==> config.mk <==
export PLATFORM = sky130hd
export DESIGN_NAME = fik_gate_flat
export DESIGN_NICKNAME = d
export VERILOG_FILES = /design/src/common/fik_pkg.sv /design/src/common/fik_if.sv /design/src/verilog/fik_gate.sv /design/src/flat_wrapper.sv
export SDC_FILE = /design/constraint.sdc
export NUM_CORES = 1
export LEC_CHECK = 0
export BUFFER_PORTS_ARGS = -buffer_cell sky130_fd_sc_hd__buf_4
export CORE_UTILIZATION = 30
export CTS_BUF_LIST = sky130_fd_sc_hd__clkbuf_8
export CTS_CLUSTER_DIAMETER = 200
export DETAILED_ROUTE_END_ITERATION = 10
export SLEW_MARGIN = 0
export SYNTH_ARGS = -nofsm -noshare
export SYNTH_HDL_FRONTEND = slang
export SYNTH_SLANG_ARGS = --single-unit
==> constraint.sdc <==
create_clock -name clk -period 6.5 [get_ports clk]
set_input_delay 0.325 -clock clk [delete_from_list [all_inputs] [get_ports clk]]
set_output_delay 0.325 -clock clk [all_outputs]
set_load 0.02 [all_outputs]
==> src/common/fik_pkg.sv <==
/*
 Shared constants and types for the flash programming key gate:
 core-side register offsets, key and confirmation values, command codes,
 timing counts and the controller's own APB register map.
 Assumes one 10 MHz clock, one instruction cycle per clock.
*/
package fik_pkg;
  // Core-side register offsets
  localparam logic [7:0] OFS_ADDR_LOW    = 8'ha8;
  localparam logic [7:0] OFS_ADDR_HIGH   = 8'ha9;
  localparam logic [7:0] OFS_READ_DATA   = 8'haa;
  localparam logic [7:0] OFS_WRITE_DATA  = 8'hab;
  localparam logic [7:0] OFS_TIMING      = 8'he1;
  localparam logic [7:0] OFS_UNLOCK      = 8'he2;
  localparam logic [7:0] OFS_BYTE_COUNT  = 8'hf1;
  localparam logic [7:0] KEY_VALUE       = 8'h98;
  localparam logic [7:0] MASS_CONFIRM    = 8'h55;
  localparam logic [7:0] REG_RESET       = 8'h00;
  localparam logic [7:0] BLOCK_WR_MAX    = 8'h10;
  localparam logic [5:0] HALF_PAGE_BYTES = 6'h20;
  // Timing values, in ns or in instruction cycles of 100 ns
  localparam int         CLK_PERIOD_NS   = 100;
  localparam logic [2:0] KEY_WINDOW_CYC  = 3'h6;
  localparam int         WDOG_SERVICE_NS = 100000;
  localparam logic [11:0] WDOG_SERVICE_CYC = 12'(WDOG_SERVICE_NS / CLK_PERIOD_NS);
  // Controller APB map, one word each except APB_BUF, which spans 16 words
  localparam logic [7:0] APB_CTRL        = 8'h00;
  localparam logic [7:0] APB_ADDR        = 8'h04;
  localparam logic [7:0] APB_WDATA       = 8'h08;
  localparam logic [7:0] APB_COUNT       = 8'h0c;
  localparam logic [7:0] APB_TIMING      = 8'h10;
  localparam logic [7:0] APB_STATUS      = 8'h14;
  localparam logic [7:0] APB_GIE         = 8'h18;
  localparam logic [7:0] APB_BUF         = 8'h40;
  localparam int         STAT_BUSY       = 0;
  localparam int         STAT_DONE       = 1;
  localparam int         STAT_REFUSED    = 2;

  typedef enum logic [2:0] {
    FIK_READ_BYTE, FIK_WRITE_BYTE, FIK_BLOCK_READ, FIK_BLOCK_WRITE,
    FIK_PAGE_ERASE, FIK_MASS_ERASE, FIK_WR_TIMING, FIK_RD_OPTION
  } fik_cmd_type;
endpackage : fik_pkg

==> src/common/fik_if.sv <==
/*
 Link between the core-side controller and the key gate.
 Assumes both ends run on the same clk; no clocking block.
*/
`timescale 1ns/1ns
interface fik_if (input wire logic clk);
  import fik_pkg::*;
  logic        reg_we;
  logic [7:0]  reg_addr;
  logic [7:0]  reg_wdata;
  logic [7:0]  reg_rdata;
  logic        call;
  fik_cmd_type call_cmd;
  logic [7:0]  acc;
  logic        from_loader;
  logic        global_irq_enable;
  logic        busy;
  logic        refused;
  logic        irq_take;
  logic [7:0]  ram_ptr;
  logic        ram_we;
  logic [7:0]  ram_wdata;
  logic [7:0]  ram_rdata;

  modport gate (input reg_we, reg_addr, reg_wdata, call, call_cmd, acc, from_loader, global_irq_enable,
                ram_rdata,
                output reg_rdata, busy, refused, irq_take, ram_ptr, ram_we, ram_wdata);
  modport core (output reg_we, reg_addr, reg_wdata, call, call_cmd, acc, from_loader, global_irq_enable,
                ram_rdata,
                input reg_rdata, busy, refused, irq_take, ram_ptr, ram_we, ram_wdata);
endinterface : fik_if

==> src/verilog/fik_gate.sv <==
/*
 Flash programming key gate: register file, key window, boot call
 acceptance, per-byte flash sequencing, interrupt hold-off, watchdog.
 Assumes a flash array on the user side that answers fl_req with fl_ack
 on the same clock, and a core that keeps its own rules on the link.
*/
`timescale 1ns/1ns
module fik_gate
  import fik_pkg::*;
(
  input  wire logic        clk,
  input  wire logic        nrst,
  fik_if.gate              lnk,
  input  wire logic        security_bit,
  input  wire logic [7:0]  option_value,
  input  wire logic [3:0]  irq_src,
  output logic             fl_req,
  output fik_cmd_type      fl_op,
  output logic [15:0]      fl_addr,
  output logic [7:0]       fl_wdata,
  output logic [7:0]       fl_timing,
  input  wire logic [7:0]  fl_rdata,
  input  wire logic        fl_ack,
  output logic             wdog_service,
  output logic             wdog_lower_en
);
  typedef enum {G_IDLE, G_ISSUE, G_WAIT, G_DONE} fik_gate_state_type;

  fik_gate_state_type state_r;
  logic [7:0]  addr_lo_r, addr_hi_r, rd_data_r, wr_data_r, timing_r, count_r;
  logic [2:0]  key_cnt_r;
  logic [3:0]  pend_r;
  logic [1:0]  sec_sync_r;
  logic [11:0] wdog_cnt_r;
  logic [7:0]  remain_r, ptr_r, rdata_r;
  fik_cmd_type op_r;
  logic        busy_r, refused_r, take_r, ram_we_r;
  logic        fl_req_r, wdog_svc_r, lower_en_r;
  logic [7:0]  ram_wdata_r, fl_wdata_r;

  // Decode of link accesses
  wire key_write   = lnk.reg_we && lnk.reg_addr == OFS_UNLOCK;
  wire key_good    = lnk.reg_wdata == KEY_VALUE;
  wire key_live    = key_cnt_r != 3'h0 && !take_r;
  wire sec_on      = sec_sync_r[1];
  wire loader_ok   = lnk.call_cmd inside {FIK_MASS_ERASE, FIK_WR_TIMING, FIK_RD_OPTION};
  wire sec_block   = lnk.from_loader && sec_on && !loader_ok;
  wire mass_bad    = lnk.call_cmd == FIK_MASS_ERASE && lnk.acc != MASS_CONFIRM;
  wire [5:0] span  = 6'(addr_lo_r[4:0]) + 6'(count_r[4:0]);
  wire blk_bad     = lnk.call_cmd == FIK_BLOCK_WRITE &&
                     (count_r > BLOCK_WR_MAX || span > HALF_PAGE_BYTES);
  wire call_seen   = lnk.call && state_r == G_IDLE;
  wire call_ok     = call_seen && key_live && !sec_block && !mass_bad && !blk_bad;
  wire is_block    = op_r == FIK_BLOCK_READ || op_r == FIK_BLOCK_WRITE;
  wire last_byte   = !is_block || remain_r == 8'h01;
  wire [15:0] cur_addr = {addr_hi_r, addr_lo_r};
  wire [15:0] nxt_addr = cur_addr + 16'h0001;
  wire [3:0]  low_pend = pend_r & (~pend_r + 4'h1);
  wire deliver     = !busy_r && lnk.global_irq_enable && pend_r != 4'h0;
  wire reg_hit_we  = lnk.reg_we && !busy_r;

  // Register file, written by the core or updated by the sequencer
  always_ff @(posedge clk) begin
    if (!nrst) begin
      addr_lo_r <= REG_RESET;
      addr_hi_r <= REG_RESET;
      rd_data_r <= REG_RESET;
      wr_data_r <= REG_RESET;
      timing_r  <= REG_RESET;
      count_r   <= REG_RESET;
    end else if (reg_hit_we) begin
      unique case (lnk.reg_addr)
        OFS_ADDR_LOW:   addr_lo_r <= lnk.reg_wdata;
        OFS_ADDR_HIGH:  addr_hi_r <= lnk.reg_wdata;
        OFS_READ_DATA:  rd_data_r <= lnk.reg_wdata;
        OFS_WRITE_DATA: wr_data_r <= lnk.reg_wdata;
        OFS_TIMING:     timing_r  <= lnk.reg_wdata;
        OFS_BYTE_COUNT: count_r   <= lnk.reg_wdata;
        default:        ;
      endcase
    end else if (call_ok && lnk.call_cmd == FIK_WR_TIMING) begin
      timing_r <= lnk.acc;
    end else if (call_ok && lnk.call_cmd == FIK_RD_OPTION) begin
      rd_data_r <= option_value;
    end else if (state_r == G_WAIT && fl_ack) begin
      if (op_r == FIK_READ_BYTE || op_r == FIK_BLOCK_READ)
        rd_data_r <= fl_rdata;
      if (is_block) begin
        addr_lo_r <= nxt_addr[7:0];
        addr_hi_r <= nxt_addr[15:8];
      end
    end
  end

  // Read-back mux, one cycle behind the address
  always_ff @(posedge clk) begin
    if (!nrst) begin
      rdata_r <= REG_RESET;
    end else begin
      unique case (lnk.reg_addr)
        OFS_ADDR_LOW:   rdata_r <= addr_lo_r;
        OFS_ADDR_HIGH:  rdata_r <= addr_hi_r;
        OFS_READ_DATA:  rdata_r <= rd_data_r;
        OFS_WRITE_DATA: rdata_r <= wr_data_r;
        OFS_TIMING:     rdata_r <= timing_r;
        OFS_BYTE_COUNT: rdata_r <= count_r;
        default:        rdata_r <= REG_RESET;
      endcase
    end
  end

  // Key window; a wrong value, or a call in G_IDLE with no key write, empties it
  always_ff @(posedge clk) begin
    if (!nrst) begin
      key_cnt_r <= 3'h0;
    end else if (key_write) begin
      key_cnt_r <= key_good ? KEY_WINDOW_CYC : 3'h0;
    end else if (call_seen || take_r) begin
      key_cnt_r <= 3'h0;
    end else if (key_cnt_r != 3'h0) begin
      key_cnt_r <= key_cnt_r - 3'h1;
    end
  end

  // Security level comes from a pin
  always_ff @(posedge clk) begin
    if (!nrst)
      sec_sync_r <= 2'b00;
    else
      sec_sync_r <= {sec_sync_r[0], security_bit};
  end

  // Interrupts: a source already pending drops repeats
  always_ff @(posedge clk) begin
    if (!nrst) begin
      pend_r <= 4'h0;
      take_r <= 1'b0;
    end else begin
      pend_r <= (pend_r & ~(deliver ? low_pend : 4'h0)) | irq_src;
      take_r <= deliver;
    end
  end

  // Sequencer; data-only commands finish at the call itself
  always_ff @(posedge clk) begin
    if (!nrst) begin
      state_r    <= G_IDLE;
      op_r       <= FIK_READ_BYTE;
      busy_r     <= 1'b0;
      refused_r  <= 1'b0;
      remain_r   <= 8'h00;
      ptr_r      <= 8'h00;
      fl_req_r   <= 1'b0;
      fl_wdata_r <= 8'h00;
      ram_we_r   <= 1'b0;
      ram_wdata_r <= 8'h00;
    end else begin
      refused_r <= call_seen && !call_ok;
      ram_we_r  <= 1'b0;
      unique case (state_r)
        G_IDLE: if (call_ok) begin
          op_r     <= lnk.call_cmd;
          busy_r   <= 1'b1;
          remain_r <= count_r;
          ptr_r    <= 8'h00;
          state_r  <= lnk.call_cmd inside {FIK_WR_TIMING, FIK_RD_OPTION} ? G_DONE : G_ISSUE;
        end
        G_ISSUE: if (is_block && remain_r == 8'h00) begin
          state_r <= G_DONE;
        end else begin
          fl_req_r   <= 1'b1;
          fl_wdata_r <= op_r == FIK_BLOCK_WRITE ? lnk.ram_rdata : wr_data_r;
          state_r    <= G_WAIT;
        end
        G_WAIT: if (fl_ack) begin
          fl_req_r    <= 1'b0;
          ram_we_r    <= op_r == FIK_BLOCK_READ;
          ram_wdata_r <= fl_rdata;
          remain_r    <= remain_r - 8'h01;
          state_r     <= last_byte ? G_DONE : G_ISSUE;
        end
        G_DONE: begin
          busy_r  <= 1'b0;
          state_r <= G_IDLE;
        end
      endcase
      // Read steps after its buffer write lands, so byte n fills slot n
      if (ram_we_r || (state_r == G_WAIT && fl_ack && op_r == FIK_BLOCK_WRITE))
        ptr_r <= ptr_r + 8'h01;
    end
  end

  // Watchdog kept alive inside its window and on return
  always_ff @(posedge clk) begin
    if (!nrst) begin
      wdog_cnt_r <= 12'h000;
      wdog_svc_r <= 1'b0;
      lower_en_r <= 1'b0;
    end else begin
      wdog_svc_r <= (busy_r && wdog_cnt_r == WDOG_SERVICE_CYC - 12'h001) ||
                    state_r == G_DONE;
      wdog_cnt_r <= busy_r && wdog_cnt_r != WDOG_SERVICE_CYC - 12'h001 ?
                    wdog_cnt_r + 12'h001 : 12'h000;
      if (state_r == G_DONE)
        lower_en_r <= 1'b1;
    end
  end

  assign lnk.reg_rdata = rdata_r;
  assign lnk.busy      = busy_r;
  assign lnk.refused   = refused_r;
  assign lnk.irq_take  = take_r;
  assign lnk.ram_ptr   = ptr_r;
  assign lnk.ram_we    = ram_we_r;
  assign lnk.ram_wdata = ram_wdata_r;
  assign fl_req        = fl_req_r;
  assign fl_op         = op_r;
  assign fl_addr       = cur_addr;
  assign fl_wdata      = fl_wdata_r;
  assign fl_timing     = timing_r;
  assign wdog_service  = wdog_svc_r;
  assign wdog_lower_en = lower_en_r;
endmodule : fik_gate

==> src/flat_wrapper.sv <==
// flat-port wrapper written by rule: the top's interface ports become plain ports
module fik_gate_flat import fik_pkg::*;
  (clk, nrst, security_bit, option_value, irq_src, fl_req, fl_op, fl_addr, fl_wdata, fl_timing, fl_rdata, fl_ack, wdog_service, wdog_lower_en, lnk_reg_we, lnk_reg_addr, lnk_reg_wdata, lnk_call, lnk_call_cmd, lnk_acc, lnk_from_loader, lnk_global_irq_enable, lnk_ram_rdata, lnk_reg_rdata, lnk_busy, lnk_refused, lnk_irq_take, lnk_ram_ptr, lnk_ram_we, lnk_ram_wdata);
  fik_if lnk_i (.clk(clk));
  input  wire logic clk;
  input  wire logic nrst;
  input  wire logic security_bit;
  input  wire logic [7:0] option_value;
  input  wire logic [3:0] irq_src;
  output logic fl_req;
  output fik_cmd_type fl_op;
  output logic [15:0] fl_addr;
  output logic [7:0] fl_wdata;
  output logic [7:0] fl_timing;
  input  wire logic [7:0] fl_rdata;
  input  wire logic fl_ack;
  output logic wdog_service;
  output logic wdog_lower_en;
  input wire logic [$bits(lnk_i.reg_we)-1:0] lnk_reg_we;
  input wire logic [$bits(lnk_i.reg_addr)-1:0] lnk_reg_addr;
  input wire logic [$bits(lnk_i.reg_wdata)-1:0] lnk_reg_wdata;
  input wire logic [$bits(lnk_i.call)-1:0] lnk_call;
  input wire logic [$bits(lnk_i.call_cmd)-1:0] lnk_call_cmd;
  input wire logic [$bits(lnk_i.acc)-1:0] lnk_acc;
  input wire logic [$bits(lnk_i.from_loader)-1:0] lnk_from_loader;
  input wire logic [$bits(lnk_i.global_irq_enable)-1:0] lnk_global_irq_enable;
  input wire logic [$bits(lnk_i.ram_rdata)-1:0] lnk_ram_rdata;
  output wire logic [$bits(lnk_i.reg_rdata)-1:0] lnk_reg_rdata;
  output wire logic [$bits(lnk_i.busy)-1:0] lnk_busy;
  output wire logic [$bits(lnk_i.refused)-1:0] lnk_refused;
  output wire logic [$bits(lnk_i.irq_take)-1:0] lnk_irq_take;
  output wire logic [$bits(lnk_i.ram_ptr)-1:0] lnk_ram_ptr;
  output wire logic [$bits(lnk_i.ram_we)-1:0] lnk_ram_we;
  output wire logic [$bits(lnk_i.ram_wdata)-1:0] lnk_ram_wdata;
  assign lnk_i.reg_we = lnk_reg_we;
  assign lnk_i.reg_addr = lnk_reg_addr;
  assign lnk_i.reg_wdata = lnk_reg_wdata;
  assign lnk_i.call = lnk_call;
  assign lnk_i.call_cmd = lnk_call_cmd;
  assign lnk_i.acc = lnk_acc;
  assign lnk_i.from_loader = lnk_from_loader;
  assign lnk_i.global_irq_enable = lnk_global_irq_enable;
  assign lnk_i.ram_rdata = lnk_ram_rdata;
  assign lnk_reg_rdata = lnk_i.reg_rdata;
  assign lnk_busy = lnk_i.busy;
  assign lnk_refused = lnk_i.refused;
  assign lnk_irq_take = lnk_i.irq_take;
  assign lnk_ram_ptr = lnk_i.ram_ptr;
  assign lnk_ram_we = lnk_i.ram_we;
  assign lnk_ram_wdata = lnk_i.ram_wdata;
  fik_gate u_core (.clk(clk), .nrst(nrst), .lnk(lnk_i), .security_bit(security_bit), .option_value(option_value), .irq_src(irq_src), .fl_req(fl_req), .fl_op(fl_op), .fl_addr(fl_addr), .fl_wdata(fl_wdata), .fl_timing(fl_timing), .fl_rdata(fl_rdata), .fl_ack(fl_ack), .wdog_service(wdog_service), .wdog_lower_en(wdog_lower_en));
endmodule
== After elaboration in Yosys (flattened, before gate mapping) ==
Cells that the tools add are included.

* Bits in registers: 151
* Word-level logic and storage cells: 188

* Order comparisons: 2
* Muxes and demuxes: 45
* Add/sub/neg operators: 7
* Equal/unequal tests: 32
* Bitwise gates (word level): 6
* Reduce and logical (&&, ||, !) cells: 72

{| class="wikitable"
|+ Operator list
! cell !! number
|-
| two-way mux 8 bit || 27
|-
| case mux 32 bit (4 select lines) || 1
|-
| equality test 32 x 2 -> 1 bit, second input constant || 2
|-
| equality test 32 x 3 -> 1 bit, second input constant || 2
|-
| equality test 8 bit, second input constant || 8
|-
| zero test 32 bit || 2
|-
| two-way mux 32 bit || 2
|-
| case mux 8 bit (6 select lines) || 1
|-
| equality test 32 x 1 -> 1 bit, second input constant || 1
|-
| logical AND 1 bit || 22
|-
| AND reduction 2 bit || 10
|-
| nonzero test 2 bit || 9
|-
| adder 16 x 1 -> 16 bit, second input constant || 1
|-
| case mux 8 bit (2 select lines) || 1
|-
| nonzero test 3 bit || 5
|-
| adder 12 x 1 -> 12 bit, second input constant || 1
|-
| equality test 12 x 10 -> 1 bit, second input constant || 1
|-
| two-way mux 3 bit || 4
|-
| inequality test 12 x 10 -> 1 bit, second input constant || 1
|-
| inequality test 2 bit, second input constant || 6
|-
| AND reduction 5 bit || 2
|-
| equality test 3 x 2 -> 1 bit, second input constant || 3
|-
| equality test 3 bit, second input constant || 3
|-
| AND reduction 3 bit || 3
|-
| other kinds (24) || 46
|}

== Longest topological paths before layout ==
Gate-level depths: netlist of the first run.

* Depth after elaboration: 12
* Gate-level depth with buffers: 11

== Worst setup path after synthesis of the first run ==
Ideal clock, no wire load.

* Path type: flip-flop to flip-flop
* Start point: register u_core.addr_lo_r[0]
* End point: register u_core.remain_r[0]
* Cell stages (with the launch flop): 11
* Required time: 6.385 ns
* Slack: 3.722 ns
* Arrival time: 2.664 ns
* Period minus slack after synthesis: 2.778 ns
* Library setup time: 0.115 ns
* Cell sequence: dfxtp_1 > ha_1 > inv_1 > fa_1 > nand2b_1 > a21oi_1 > xor2_1 > o41a_1 > a41o_1 > mux2_2 > o21a_1

* Cells in the longest elaborated chain, start to end: 8

{| class="wikitable"
|+ RTL lines
! what !! line !! RTL
|-
| start: declaration || fik_gate.sv:30 || <nowiki>logic [7:0] addr_lo_r, addr_hi_r, rd_data_r, wr_data_r, timing_r, count_r;</nowiki>
|-
| start signal: assignment || fik_gate.sv:73 || <nowiki>OFS_ADDR_LOW: addr_lo_r <= lnk.reg_wdata;</nowiki>
|-
| start signal: assignment || fik_gate.sv:89 || <nowiki>addr_lo_r <= nxt_addr[7:0];</nowiki>
|-
| adder 5 x 5 -> 6 bit || fik_gate.sv:49 || <nowiki>wire [5:0] span = 6'(addr_lo_r[4:0]) + 6'(count_r[4:0]);</nowiki>
|-
| greater-than comparator 6 bit || fik_gate.sv:51 || <nowiki>(count_r > BLOCK_WR_MAX || span > HALF_PAGE_BYTES);</nowiki>
|-
| logical OR 1 bit || fik_gate.sv:51 ||
|-
| logical AND 1 bit || fik_gate.sv:50 || <nowiki>wire blk_bad = lnk.call_cmd == FIK_BLOCK_WRITE &&</nowiki>
|-
| zero test 1 bit || fik_gate.sv:53 || <nowiki>wire call_ok = call_seen && key_live && !sec_block && !mass_bad && !blk_bad;</nowiki>
|-
| logical AND 1 bit || fik_gate.sv:53 ||
|-
| inequality test 2 x 1 -> 1 bit (no source line) || - ||
|-
| AND reduction 3 bit (no source line) || - ||
|-
| end signal: assignment || fik_gate.sv:164 || <nowiki>remain_r <= count_r;</nowiki>
|-
| end signal: assignment || fik_gate.sv:179 || <nowiki>remain_r <= remain_r - 8'h01;</nowiki>
|-
| end: declaration || fik_gate.sv:35 || <nowiki>logic [7:0] remain_r, ptr_r, rdata_r;</nowiki>
|}

Every way passes these cells.
A chain may end at the register's enable or synchronous reset.

== Worst setup path in the final report of the first run ==
* Start point: register u_core.state_r[1]
* End point: register u_core.rd_data_r[0]

* Cells in the longest elaborated chain, start to end: 10

{| class="wikitable"
|+ RTL lines
! what !! line !! RTL
|-
| start: declaration || fik_gate.sv:29 || <nowiki>fik_gate_state_type state_r;</nowiki>
|-
| start signal: assignment || fik_gate.sv:166 || <nowiki>state_r <= lnk.call_cmd inside {FIK_WR_TIMING, FIK_RD_OPTION} ? G_DONE : G_ISSUE;</nowiki>
|-
| start signal: assignment || fik_gate.sv:180 || <nowiki>state_r <= last_byte ? G_DONE : G_ISSUE;</nowiki>
|-
| zero test 32 bit || fik_gate.sv:52 || <nowiki>wire call_seen = lnk.call && state_r == G_IDLE;</nowiki>
|-
| logical AND 1 bit || fik_gate.sv:52 ||
|-
| logical AND 1 bit (4 in a row) || fik_gate.sv:53 ||
|-
| logical AND 1 bit || fik_gate.sv:83 || <nowiki>end else if (call_ok && lnk.call_cmd == FIK_RD_OPTION) begin</nowiki>
|-
| two-way mux 8 bit || fik_gate.sv:83 ||
|-
| two-way mux 8 bit || fik_gate.sv:81 || <nowiki>end else if (call_ok && lnk.call_cmd == FIK_WR_TIMING) begin</nowiki>
|-
| two-way mux 8 bit || fik_gate.sv:71 || <nowiki>end else if (reg_hit_we) begin</nowiki>
|-
| end signal: assignment || fik_gate.sv:75 || <nowiki>OFS_READ_DATA: rd_data_r <= lnk.reg_wdata;</nowiki>
|-
| end signal: assignment || fik_gate.sv:84 || <nowiki>rd_data_r <= option_value;</nowiki>
|-
| end signal: assignment || fik_gate.sv:87 || <nowiki>rd_data_r <= fl_rdata;</nowiki>
|-
| end: declaration || fik_gate.sv:30 ||
|}

Several ways; a longest one is shown, not always the timed one. The select of a mux whose other input is x is not followed.

==> qor_table.md, run 1 <==
| Stage | Result | This run |
| --- | --- | --- |
| logic synthesis | Number of warnings issued by yosys | 0 |
| power and ir drop | Worst VDD drop | 128 uV |
| critical path | Category of the most critical setup path | reg2reg |
| logic synthesis | Post-synthesis cell area | 6050 um2 |
| min path | Hold Path Stages | 3 |
| critical path | Category of the worst setup path launch point | flip-flop |
| global route | GRT Resource Usage Total | 0.205 |
| cts | Setup repair bufs after CTS | 0 |
| cts | TritonCTS clock tree | built |
| cts | # clock sinks | 121 |
| cts | Post-cts sizing count | 0 |
| sta | Unrepaired setup endpoints after global routing | no |
| sta | Final Critical Period | 3050 ps |
| route | Number of routed nets with antenna violations | 0 |
| global route | Wire length of the first global-routing pass | 31.5 mm |
| logic synthesis | Number of unique standard cell types used by synthesis | 70 |
| route | Vias after detailed routing | 6062 |
| route | Routed wire length | 20.8 mm |
| cts | Clock Tree Root | sky130_fd_sc_hd__clkbuf_8 |
| min path | Worst min-delay path category | in2reg |
| critical path | Critical Path RT | 6860 ps |
| critical path | Critical path data arrival time | 3410 ps |
| critical path | Cells on worst reg2reg path | 7 |
| logic synthesis | Synth cell count leaders | 121 x sky130_fd_sc_hd__dfxtp_1, 81 x sky130_fd_sc_hd__nand2_1, 79 x sky130_fd_sc_hd__nor2_1, 61 x sky130_fd_sc_hd__a21oi_1, 36 x sky130_fd_sc_hd__nand3_1 |
| global route | Remaining Overflow, GRT | 0 |
| layout | Diode insertion count for antenna repair | 0 |
| route | Starting DRC count in detailed routing | 709 |
| die | Vertical die dimension | 144 um |
| route | Total iterations of the first detailed-routing run | 5 |
| logic synthesis | Post-synth ARST share | 0 |
| run | Max-cap check violation count | 0 |
| die | Initial Utilization | 0.309 |
| logic synthesis | Most instantiated flip-flop cell in the synthesis netlist | sky130_fd_sc_hd__dfxtp_1 |
| route | Average detailed-routed wire length per instance | 18.8 um |
| critical path | Critical path, cell by cell | nor3b_1 -> nor3b_1 -> o2111ai_2 -> nor3_2 -> or3_1 -> nand2_1 -> o32ai_1 |
| placement | Buffers added on ports | 128 |
| sta | Worst hold slack across all endpoints | 68.0 ps |
| sta | Total count of hold-check failures in the final report | 0 |
| global route | Vias in the first global route | 5437 |
| logic synthesis | Post-Syn Nets | 791 |
| critical path | Register-to-Register Setup Slack | 3450 ps |
| global route | Pin count of the biggest net entering global routing | 78 |
| sta | Slew of the pin with the lowest slew margin | 1330 ps |
| logic synthesis | Part of the Yosys area used for sequential elements | 0.400 |
| critical path | Cell repeated most along the worst path | sky130_fd_sc_hd__nor3b_1 |
| die | Die area | 20700 um2 |
| run status | Run status | finished, final reports clean |
| logic synthesis | Number of enable flip-flop cells after synthesis | 0 |
| layout | Synth-to-layout area growth | 26.9% |
| critical path | Library cell contributing the largest single delay on the critical path | sky130_fd_sc_hd__nor3b_1 |
| critical path | Number of stages on the worst setup path | 7 |
| critical path | Slowest cell delay on critical path | 490 ps |
| critical path | Largest fanout of any net on the critical path | 12 |
| die | Chip Width | 144 um |
| sta | Setup Viol. Count Final | 0 |
| critical path | Buffers plus inverters on the worst setup path | 0 |
| die | # IOs | 129 |
| logic synthesis | Most frequent cell after synthesis | sky130_fd_sc_hd__dfxtp_1 |
| cts | Buffers from clock root to sink, at most | 2 |
| logic synthesis | Synthesized area divided by synthesized cell count | 8.46 um2 |
| cts | Clock transition time at the flip-flop clock pins of the worst setup and hold paths | 80 ps |
| cts | CTS Hold Buffers Added | 0 |
| sta | Clock skew after layout | 7.50 ps |
| sta | Worst-case headroom to the max-slew limit | 0.112 |
| placement | Post-DP HPWL | 15.0 mm |
| die | Num rows | 51 |
| critical path | Crit path max-delay family | simple AND/OR/NAND/NOR gates |
| global route | Antenna violations before repair | 0 |
| die | Area of the placeable core | 19600 um2 |
| layout | Number of nets in the finished design | 904 |
| cts | Clock latency on the worst-skew pair | 460 ps |
| logic synthesis | Gate Count Post-Synth | 715 |
| sta | Highest clock rate | 0.328 GHz |
| sta | Setup TNS Final | 0 ps |
| power and ir drop | Power per cell area | 251 nW/um2 |
| route | Number of DRC violations after detailed routing | 0 |
| route | Post-DR vias/cell | 5.48 |
| cts | H-tree level count | 4 |
| layout | Layout cell share with drive strength beyond 1 | 0.226 |
| placement | GPL Wtd Cong | 0.920 |
| logic synthesis | Main area contributors after synthesis | sky130_fd_sc_hd__dfxtp_1 40%, sky130_fd_sc_hd__a21oi_1 5.0%, sky130_fd_sc_hd__nand2_1 5.0% |
| logic synthesis | Flip-flop and latch count after synthesis | 121 |
| critical path | Endpoint class of the critical path | flip-flop |
| logic synthesis | Area fraction of the dominant cell type after synthesis | 0.400 |
| cts | Cts bufs inserted | 17 |
| logic synthesis | Cell accounting for the most synthesized area | sky130_fd_sc_hd__dfxtp_1 |
| sta | Pins Over Slew Limit | 0 |
| power and ir drop | Leakage power figure | 2.96 nW |
| sta | Share of the clock period used by the worst path | 0.469 |
==> path summary, 6_finish.rpt <==
kind	end	from
worst max-delay path	u_core.rd_data_r[0]	u_core.state_r[1]
worst min-delay path	u_core.pend_r[0]	irq_src[0]
worst max register to register	u_core.rd_data_r[0]	u_core.state_r[1]
worst min register to register	u_core.wdog_cnt_r[0]	u_core.wdog_cnt_r[0]
==> flip-flops by register name, indices dropped and copies added (netlist names), 8 cells and up <==
signal                count
u_core.remain_r           8
u_core.addr_lo_r          8
u_core.wr_data_r          8
u_core.count_r            8
u_core.wdog_cnt_r        12
u_core.lnk.ram_ptr        8
u_core.fl_wdata           8
u_core.lnk.reg_rdata      8
u_core.fl_timing          8
u_core.rd_data_r          8
u_core.lnk.ram_wdata      8
u_core.addr_hi_r          8
==> cells by family (layout without fill, tap and decap cells) <==
group | Yosys count | count (layout) | share of synthesized area
muxes | 37 | 37 | 0.0780
xor gates and xnor gates | 11 | 11 | 0.0159
adders and majority gates | 13 | 13 | 0.0281
buffers and inverters | 60 | 186 | 0.0416
DFF | 121 | 121 | 0.400
AOI/OAI and AO/OA | 169 | 169 | 0.189
and+or+nand+nor | 304 | 304 | 0.247
==> stage by stage <==
stage | power [mW] | utilization | setup WS (ps) | instances | cell area [um2]
after floorplan | 1.02 | - | 3720 | 715 | 6050
after global placement | 1.14 | 0.368 | 3560 | 1074 | 7210
after detailed placement | 1.14 | 0.368 | 3510 | 1074 | 7210
after CTS | 1.94 | 0.392 | 3500 | 1106 | 7680
after global routing | 2.01 | 0.392 | 3180 | 1106 | 7680
final | 1.93 | 0.392 | 3450 | 1106 | 7680
==> cells in the final DEF, fill, tap and decap left out, drive strengths merged, types with 18 or more instances in the layout <==
cell    synthesis  final
buf             8    132
mux2i          28     28
dfxtp         121    121
clkbuf         30     18
nor3           18     18
o21ai          19     19
nand3          36     36
inv            22     24
a21oi          61     61
nand2          81     81
nor2           81     81
==> tightest hold or removal path: cells and delay by family <==
family / cells / cell delay (ps)
buffers and inverters: 1 / 80
AND/OR/NAND/NOR: 1 / 60
AO/OA/AOI/OAI: 1 / 30
==> report_power, final <==
| part | total [mW] | switching [mW] | internal [mW] |
|---|---|---|---|
| combinational | 0.321 | 0.195 | 0.125 |
| clock | 0.804 | 0.336 | 0.469 |
| sequential | 0.805 | 0.0317 | 0.774 |
==> metal layers <==
layer	wire, um	part of all wire	vias to the layer above	track usage
li1	-	-	2848	-
met1	9190	0.44	2868	0.275
met2	9120	0.44	286	0.298
met3	1740	0.084	60	0.0652
met4	725	0.035	0	0.0941
met5	0	0	-	0
==> area by class of cell <==
| type | instances | area (um2) |
|---|---|---|
| Sequential cell | 121 | 2420 |
| Fill cell | 2088 | 11900 |
| Multi-Input combinational cell | 534 | 3380 |
| Clock buffer | 18 | 248 |
| Timing Repair Buffer | 132 | 991 |
| Inverter | 22 | 82.6 |
| Tap cell | 265 | 332 |
| Clock inverter | 14 | 220 |
No activity file was read; power rests on OpenSTA's default activity.
==> run 2, diff against run 1 <==
Clock period 6.5 ns to 3.1 ns, I/O delays scaled along.
==> qor_table.md, run 2 (same netlist as run 1, synthesis figures left out) <==
| Stage | Result | This run | Delta |
| --- | --- | --- | --- |
| layout | Largest register FFs | 12 | unchanged |
| layout | Largest reg by FF count | u_core.wdog_cnt_r |  |
| route | Number of DRC violations after detailed routing | 0 | unchanged |
| sta | Share of the clock period used by the worst path | 0.916 | +0.447 |
| global route | Pin count of the biggest net entering global routing | 38 | -51% |
| power and ir drop | Power per cell area | 488 nW/um2 | +94% |
| sta | Highest clock rate | 0.352 GHz | +7.3% |
| die | Num rows | 51 | unchanged |
| route | Starting DRC count in detailed routing | 660 | -6.9% |
| route | Vias after detailed routing | 6140 | +1.3% |
| placement | Total placed cells including tap cells | 1088 | +1.3% |
| run status | Run status | finished, final reports clean |  |
| global route | Wire length of the first global-routing pass | 32.6 mm | +3.3% |
| layout | Layout filler cell count | 2000 | -4.2% |
| critical path | Largest fanout of any net on the critical path | 14 | +2 |
| die | Area of the placeable core | 19600 um2 | unchanged |
| critical path | Category of the most critical setup path | reg2reg |  |
| global route | Vias in the first global route | 5745 | +5.7% |
| route | Average detailed-routed wire length per instance | 18.4 um | -2.0% |
| route | Post-DR vias/cell | 5.32 | -2.9% |
| global route | Grt met2 use | 0.326 | +0.0285 |
| run | Max-cap check violation count | 0 | unchanged |
| cts | TritonCTS clock tree | built |  |
| critical path | Category of the worst setup path launch point | flip-flop |  |
| sta | Worst-case headroom to the max-slew limit | 0.502 | +0.390 |
| sta | Final Critical Period | 2840 ps | -209 ps |
| critical path | Critical Path RT | 3440 ps | -3420 ps |
| layout | Diode insertion count for antenna repair | 0 | unchanged |
| layout | Layout cell share with drive strength beyond 1 | 0.229 | +0.00355 |
| sta | Total count of hold-check failures in the final report | 0 | unchanged |
| global route | GR Layer Usage met3 | 0.0536 | -0.0116 |
| critical path | Endpoint class of the critical path | flip-flop |  |
| route | Routed wire length | 21.2 mm | +2.3% |
| critical path | Library cell contributing the largest single delay on the critical path | sky130_fd_sc_hd__dfxtp_1 |  |
| route | Total iterations of the first detailed-routing run | 6 | +1 |
| critical path | Slowest cell delay on critical path | 520 ps | +30 ps |
| layout | Leading cell types in the layout, fill and taps excluded | 146 x sky130_fd_sc_hd__buf_4, 121 x sky130_fd_sc_hd__dfxtp_1, 81 x sky130_fd_sc_hd__nand2_1 |  |
| die | Vertical die dimension | 144 um | unchanged |
| cts | H-tree level count | 4 | unchanged |
| min path | Hold Path Stages | 3 | unchanged |
| global route | GR Layer Usage met1 | 0.274 | -0.000876 |
| cts | Clock Tree Root | sky130_fd_sc_hd__clkbuf_8 |  |
| cts | Clock transition time at the flip-flop clock pins of the worst setup and hold paths | 90 ps | about the same |
| route | Number of routed nets with antenna violations | 0 | unchanged |
| placement | Post-DP HPWL | 15.4 mm | +2.7% |
| critical path | Critical path data arrival time | 3180 ps | -230 ps |
| cts | Cts bufs inserted | 17 | unchanged |
| die | # IOs | 129 | unchanged |
| die | Initial Utilization | 0.309 | unchanged |
| critical path | Cells on worst reg2reg path | 11 | +4 |
| cts | # clock sinks | 121 | unchanged |
| layout | Number of nets in the finished design | 952 | +5.3% |
| min path | Worst min-delay path category | in2reg |  |
| cts | Buffers from clock root to sink, at most | 2 | unchanged |
| sta | Unrepaired setup endpoints after global routing | no |  |
| layout | Most common library cell in the layout ignoring fill and taps | sky130_fd_sc_hd__buf_4 |  |
| sta | Pins Over Slew Limit | 0 | unchanged |
| global route | Gr busiest metal | met2 |  |
| die | Die area | 20700 um2 | unchanged |
| die | Chip Width | 144 um | unchanged |
| sta | Setup Viol. Count Final | 0 | unchanged |
| global route | GRT Resource Usage Total | 0.211 | +0.00562 |
| global route | Antenna violations before repair | 0 | unchanged |
| layout | Synth-to-layout area growth | 33.4% |  |
| layout | Final cell count without fillers | 1154 | +4.3% |
| placement | Buffers added on ports | 128 | unchanged |
| cts | Setup repair bufs after CTS | 0 | unchanged |
| cts | Clock latency on the worst-skew pair | 470 ps | about the same |
| sta | Setup TNS Final | 0 ps | unchanged |
| sta | Slew of the pin with the lowest slew margin | 740 ps | -586 ps |
| global route | Remaining Overflow, GRT | 0 | unchanged |
| critical path | Critical path, cell by cell | ha_1 -> inv_1 -> fa_1 -> nand2b_1 -> a21oi_1 -> xor2_1 -> o41a_1 -> a41o_1 -> buf_4 -> o211ai_1 -> o31ai_1 |  |
| power and ir drop | Worst VDD drop | 261 uV | +100% |
| sta | Clock skew after layout | 16.9 ps | +9.38 ps |
| power and ir drop | Leakage power figure | 3.15 nW | +6.6% |
| placement | GPL Wtd Cong | 0.939 | +2.0% |
run 2: stage by stage:
| stage | worst slack [ps] | cell area, um2 | hold WS (ps) | util | power [mW] |
|---|---|---|---|---|---|
| 2_1_floorplan | 322 | 6050 | 272 | - | 2.13 |
| 3_3_place_gp | 382 | 7310 | 364 | 0.373 | 2.40 |
| 3_5_place_dp | 312 | 7310 | 369 | 0.373 | 2.40 |
| 4_1_cts | 303 | 8070 | 2.18 | 0.412 | 3.96 |
| 5_1_grt | 97.9 | 8070 | 4.85 | 0.412 | 4.11 |
| 6_report | 261 | 8070 | 19.6 | 0.412 | 3.94 |
run 2: path summary, 6_finish.rpt:
kind / from / to / slack [ps]
hold reg to reg: u_core.lnk.ram_wdata[0] / u_core.lnk.ram_wdata[0] / 460
setup / recovery: u_core.addr_lo_r[0] / u_core.remain_r[6] / 260
hold / removal: option_value[4] / u_core.rd_data_r[4] / 20
setup reg to reg: u_core.addr_lo_r[0] / u_core.remain_r[6] / 260
run 2: what timing repair did:
| action | in CTS | in global routing |
|---|---|---|
| endpoints found under the hold margin | 35 | 0 |
| gates resized for setup | 0 | 0 |
| setup endpoints to repair | 0 | 0 |
| hold buffers | 34 | 0 |
run 2: critical path, delay by kind of cell, from the launching register on:
kind,cells,cell delay (ps)
AOI/OAI and AO/OA,5,1100
xor gates and xnor gates,1,100
adders and majority gates,2,610
buffers and inverters,2,250
DFF,1,520
and+or+nand+nor,1,160
run 2: layout make-up:
class / instances / area (um2) / share of cell area
multi-input combinational: 534 / 3380 / 0.419
sequential: 121 / 2420 / 0.300
timing repair buffer: 180 / 1440 / 0.178
tap: 265 / 332 / 0.0411
clock buffer: 18 / 248 / 0.0307
clock inverter: 14 / 171 / 0.0212
inverter: 22 / 82.6 / 0.0102
run 2: per-layer routing:
layer / wire length (um) / up-vias
li1: - / 2943
met1: 9020 / 2881
met2: 9700 / 265
met3: 1840 / 51
met4: 671 / 0
met5: 0 / -
run 2: where the power goes:
group / total, mW / internal (mW) / leakage, nW / switching (mW)
Sequential: 1.67 / 1.62 / 0.979 / 0.0505
Combinational: 0.737 / 0.310 / 1.97 / 0.427
Clock: 1.53 / 0.820 / 0.206 / 0.707
Total: 3.94 / 2.75 / 3.15 / 1.18
==> run 3, diff against run 2 <==
Settings changed: CORE_MARGIN set to 1.5.
==> qor_table.md, run 3 (same netlist as run 1, synthesis figures left out) <==
| Stage | Result | This run | Delta |
| --- | --- | --- | --- |
| critical path | Launching instance or port of the critical path | u_core.addr_lo_r[1] |  |
| sta | Final Critical Period | 2770 ps | -71.5 ps |
| critical path | Crit path max-delay family | compound AO/OA/AOI/OAI gates |  |
| route | Number of DRC violations after detailed routing | 0 | unchanged |
| cts | TritonCTS clock tree | built |  |
| placement | GPL Wtd Cong | 0.941 | +0.19% |
| layout | Layout cell share with drive strength beyond 1 | 0.227 | -0.00261 |
| min path | Start point of the worst min-delay path | option_value[3] |  |
| critical path | Reg2reg start | u_core.addr_lo_r[1] |  |
| route | Post-DR vias/cell | 5.30 | -0.29% |
| layout | Synth-to-layout area growth | 32.7% |  |
| global route | Antenna violations before repair | 0 | unchanged |
| die | Initial Utilization | 0.309 | unchanged |
| global route | Vias in the first global route | 5563 | -3.2% |
| power and ir drop | Worst VDD drop | 248 uV | -5.0% |
| run status | Run status | finished, final reports clean |  |
| route | Average detailed-routed wire length per instance | 18.2 um | -0.87% |
| run | Max-cap check violation count | 0 | unchanged |
| cts | Clock Tree Root | sky130_fd_sc_hd__clkbuf_8 |  |
| placement | Post-DP HPWL | 15.3 mm | -0.49% |
| critical path | Category of the most critical setup path | reg2reg |  |
| layout | Diode insertion count for antenna repair | 0 | unchanged |
| sta | Setup TNS Final | 0 ps | unchanged |
| global route | Remaining Overflow, GRT | 0 | unchanged |
| die | Num rows | 51 | unchanged |
| die | Area of the placeable core | 19600 um2 | unchanged |
| route | Total iterations of the first detailed-routing run | 6 | unchanged |
| sta | Worst hold slack across all endpoints | 30.9 ps | +11.3 ps |
| route | Vias after detailed routing | 6106 | -0.55% |
| critical path | Critical path, cell by cell | inv_1 -> fa_1 -> nand2b_1 -> a21oi_1 -> xor2_1 -> o41a_1 -> a41o_1 -> buf_4 -> o211ai_1 -> o31ai_1 |  |
| global route | Pin count of the biggest net entering global routing | 53 | +39% |
| placement | Worst Setup Slack post-DPL | 385 ps | +73.3 ps |
| critical path | Endpoint class of the critical path | flip-flop |  |
| die | Die area | 21000 um2 | +1.4% |
| layout | Number of nets in the finished design | 949 | -0.32% |
| cts | Buffers from clock root to sink, at most | 2 | unchanged |
| cts | Clock latency on the worst-skew pair | 460 ps | about the same |
| critical path | Category of the worst setup path launch point | flip-flop |  |
| critical path | Largest fanout of any net on the critical path | 14 | unchanged |
| die | Vertical die dimension | 145 um | +0.69% |
| placement | Total placed cells including tap cells | 1089 | +0.092% |
| sta | Slew of the pin with the lowest slew margin | 1010 ps | +267 ps |
| sta | Worst-case headroom to the max-slew limit | 0.328 | -0.174 |
| die | # IOs | 129 | unchanged |
| sta | Unrepaired setup endpoints after global routing | no |  |
| global route | GRT Resource Usage Total | 0.197 | -0.0137 |
| sta | Setup Viol. Count Final | 0 | unchanged |
| route | Number of routed nets with antenna violations | 0 | unchanged |
| cts | H-tree level count | 4 | unchanged |
| die | Chip Width | 145 um | +0.69% |
| sta | Pins Over Slew Limit | 0 | unchanged |
| cts | # clock sinks | 121 | unchanged |
| min path | Worst min-delay path category | in2reg |  |
| placement | Buffers added on ports | 128 | unchanged |
| sta | Total count of hold-check failures in the final report | 0 | unchanged |
| critical path | Slowest cell delay on critical path | 500 ps | -20 ps |
| layout | Final core utilization | 0.410 | -0.00223 |
| global route | Wire length of the first global-routing pass | 31.8 mm | -2.3% |
| critical path | Library cell contributing the largest single delay on the critical path | sky130_fd_sc_hd__dfxtp_1 |  |
| layout | Largest register FFs | 12 | unchanged |
| sta | Highest clock rate | 0.361 GHz | +2.6% |
| power and ir drop | Leakage power figure | 3.16 nW | +0.20% |
| cts | Cts bufs inserted | 17 | unchanged |
| layout | Largest reg by FF count | u_core.wdog_cnt_r |  |
| sta | Final worst slack | 333 ps | +71.5 ps |
| layout | Most common library cell in the layout ignoring fill and taps | sky130_fd_sc_hd__buf_4 |  |
| route | Starting DRC count in detailed routing | 577 | -13% |
| power and ir drop | Power per cell area | 485 nW/um2 | -0.50% |
| cts | Clock transition time at the flip-flop clock pins of the worst setup and hold paths | 80 ps | about the same |
| layout | Leading cell types in the layout, fill and taps excluded | 147 x sky130_fd_sc_hd__buf_4, 121 x sky130_fd_sc_hd__dfxtp_1, 81 x sky130_fd_sc_hd__nand2_1 |  |
| critical path | Critical path data arrival time | 3070 ps | -110 ps |
| cts | Setup repair bufs after CTS | 0 | unchanged |
| sta | Clock skew after layout | 14.1 ps | -2.81 ps |
| layout | Final cell count without fillers | 1151 | -0.26% |
| critical path | Critical Path RT | 3410 ps | -30 ps |
| route | Routed wire length | 21.0 mm | -1.1% |
| critical path | Buffers plus inverters on the worst setup path | 2 | unchanged |
| cts | Post-cts sizing count | 0 | unchanged |
| sta | Share of the clock period used by the worst path | 0.893 | -0.0231 |
==> run 3: cell types whose count changed in the layout (fill, tap and decap cells not counted) <==
| cell | previous run | this run |
|---|---|---|
| sky130_fd_sc_hd__buf_4 | 146 | 147 |
| sky130_fd_sc_hd__clkbuf_8 | 18 | 20 |
| sky130_fd_sc_hd__clkinv_2 | 3 | 4 |
| sky130_fd_sc_hd__clkinv_4 | 2 | 0 |
| sky130_fd_sc_hd__clkinvlp_4 | 3 | 1 |
| sky130_fd_sc_hd__dlygate4sd3_1 | 34 | 30 |
| sky130_fd_sc_hd__inv_1 | 21 | 25 |
| sky130_fd_sc_hd__inv_6 | 3 | 0 |
==> run 3: layer usage <==
metal | vias to the layer above | GRT usage | share of wire
li1 | 2933 | - | -
met1 | 2872 | 0.248 | 0.43
met2 | 249 | 0.307 | 0.45
met3 | 52 | 0.0588 | 0.077
met4 | 0 | 0.0985 | 0.036
met5 | - | 0 | 0
==> run 3: worst paths after layout <==
check                              end  slack [ps]  depth (start not counted)
hold reg to reg   u_core.sec_sync_r[1]         430                          1
hold / removal     u_core.rd_data_r[3]          30                          3
setup reg to reg    u_core.remain_r[6]         330                         10
setup / recovery    u_core.remain_r[6]         330                         10
==> run 3: area by class of cell <==
| type | instances | area (um2) |
|---|---|---|
| clock inverter | 12 | 133 |
| fill | 1978 | 11600 |
| multi-input combinational | 534 | 3380 |
| timing repair buffer | 177 | 1400 |
| clock buffer | 20 | 275 |
| tap | 265 | 332 |
| sequential | 121 | 2420 |
| inverter | 22 | 82.6 |
==> run 3: per-stage QoR <==
stage               cell area (um2)  power (mW)
detailed placement             7320        2.41
finish                         8030        3.90
floorplan                      6050        2.13
CTS                            8030        3.91
global placement               7320        2.40
global route                   8030        4.06
==> run 3: tightest hold or removal path, delay by kind of cell <==
| kind | cells | cell delay, ps |
|---|---|---|
| buf+inv | 1 | 80 |
| compound gates | 2 | 210 |
==> run 3: repair_timing <==
item	in CTS	in global routing
hold endpoints to repair	31	0
endpoints found under the setup margin	0	0
hold buffers	30	0
==> run 3: power by group <==
group	internal, mW	leakage [nW]	switching [mW]
Combinational	0.310	1.96	0.430
Sequential	1.62	0.979	0.0476
Clock	0.841	0.223	0.644
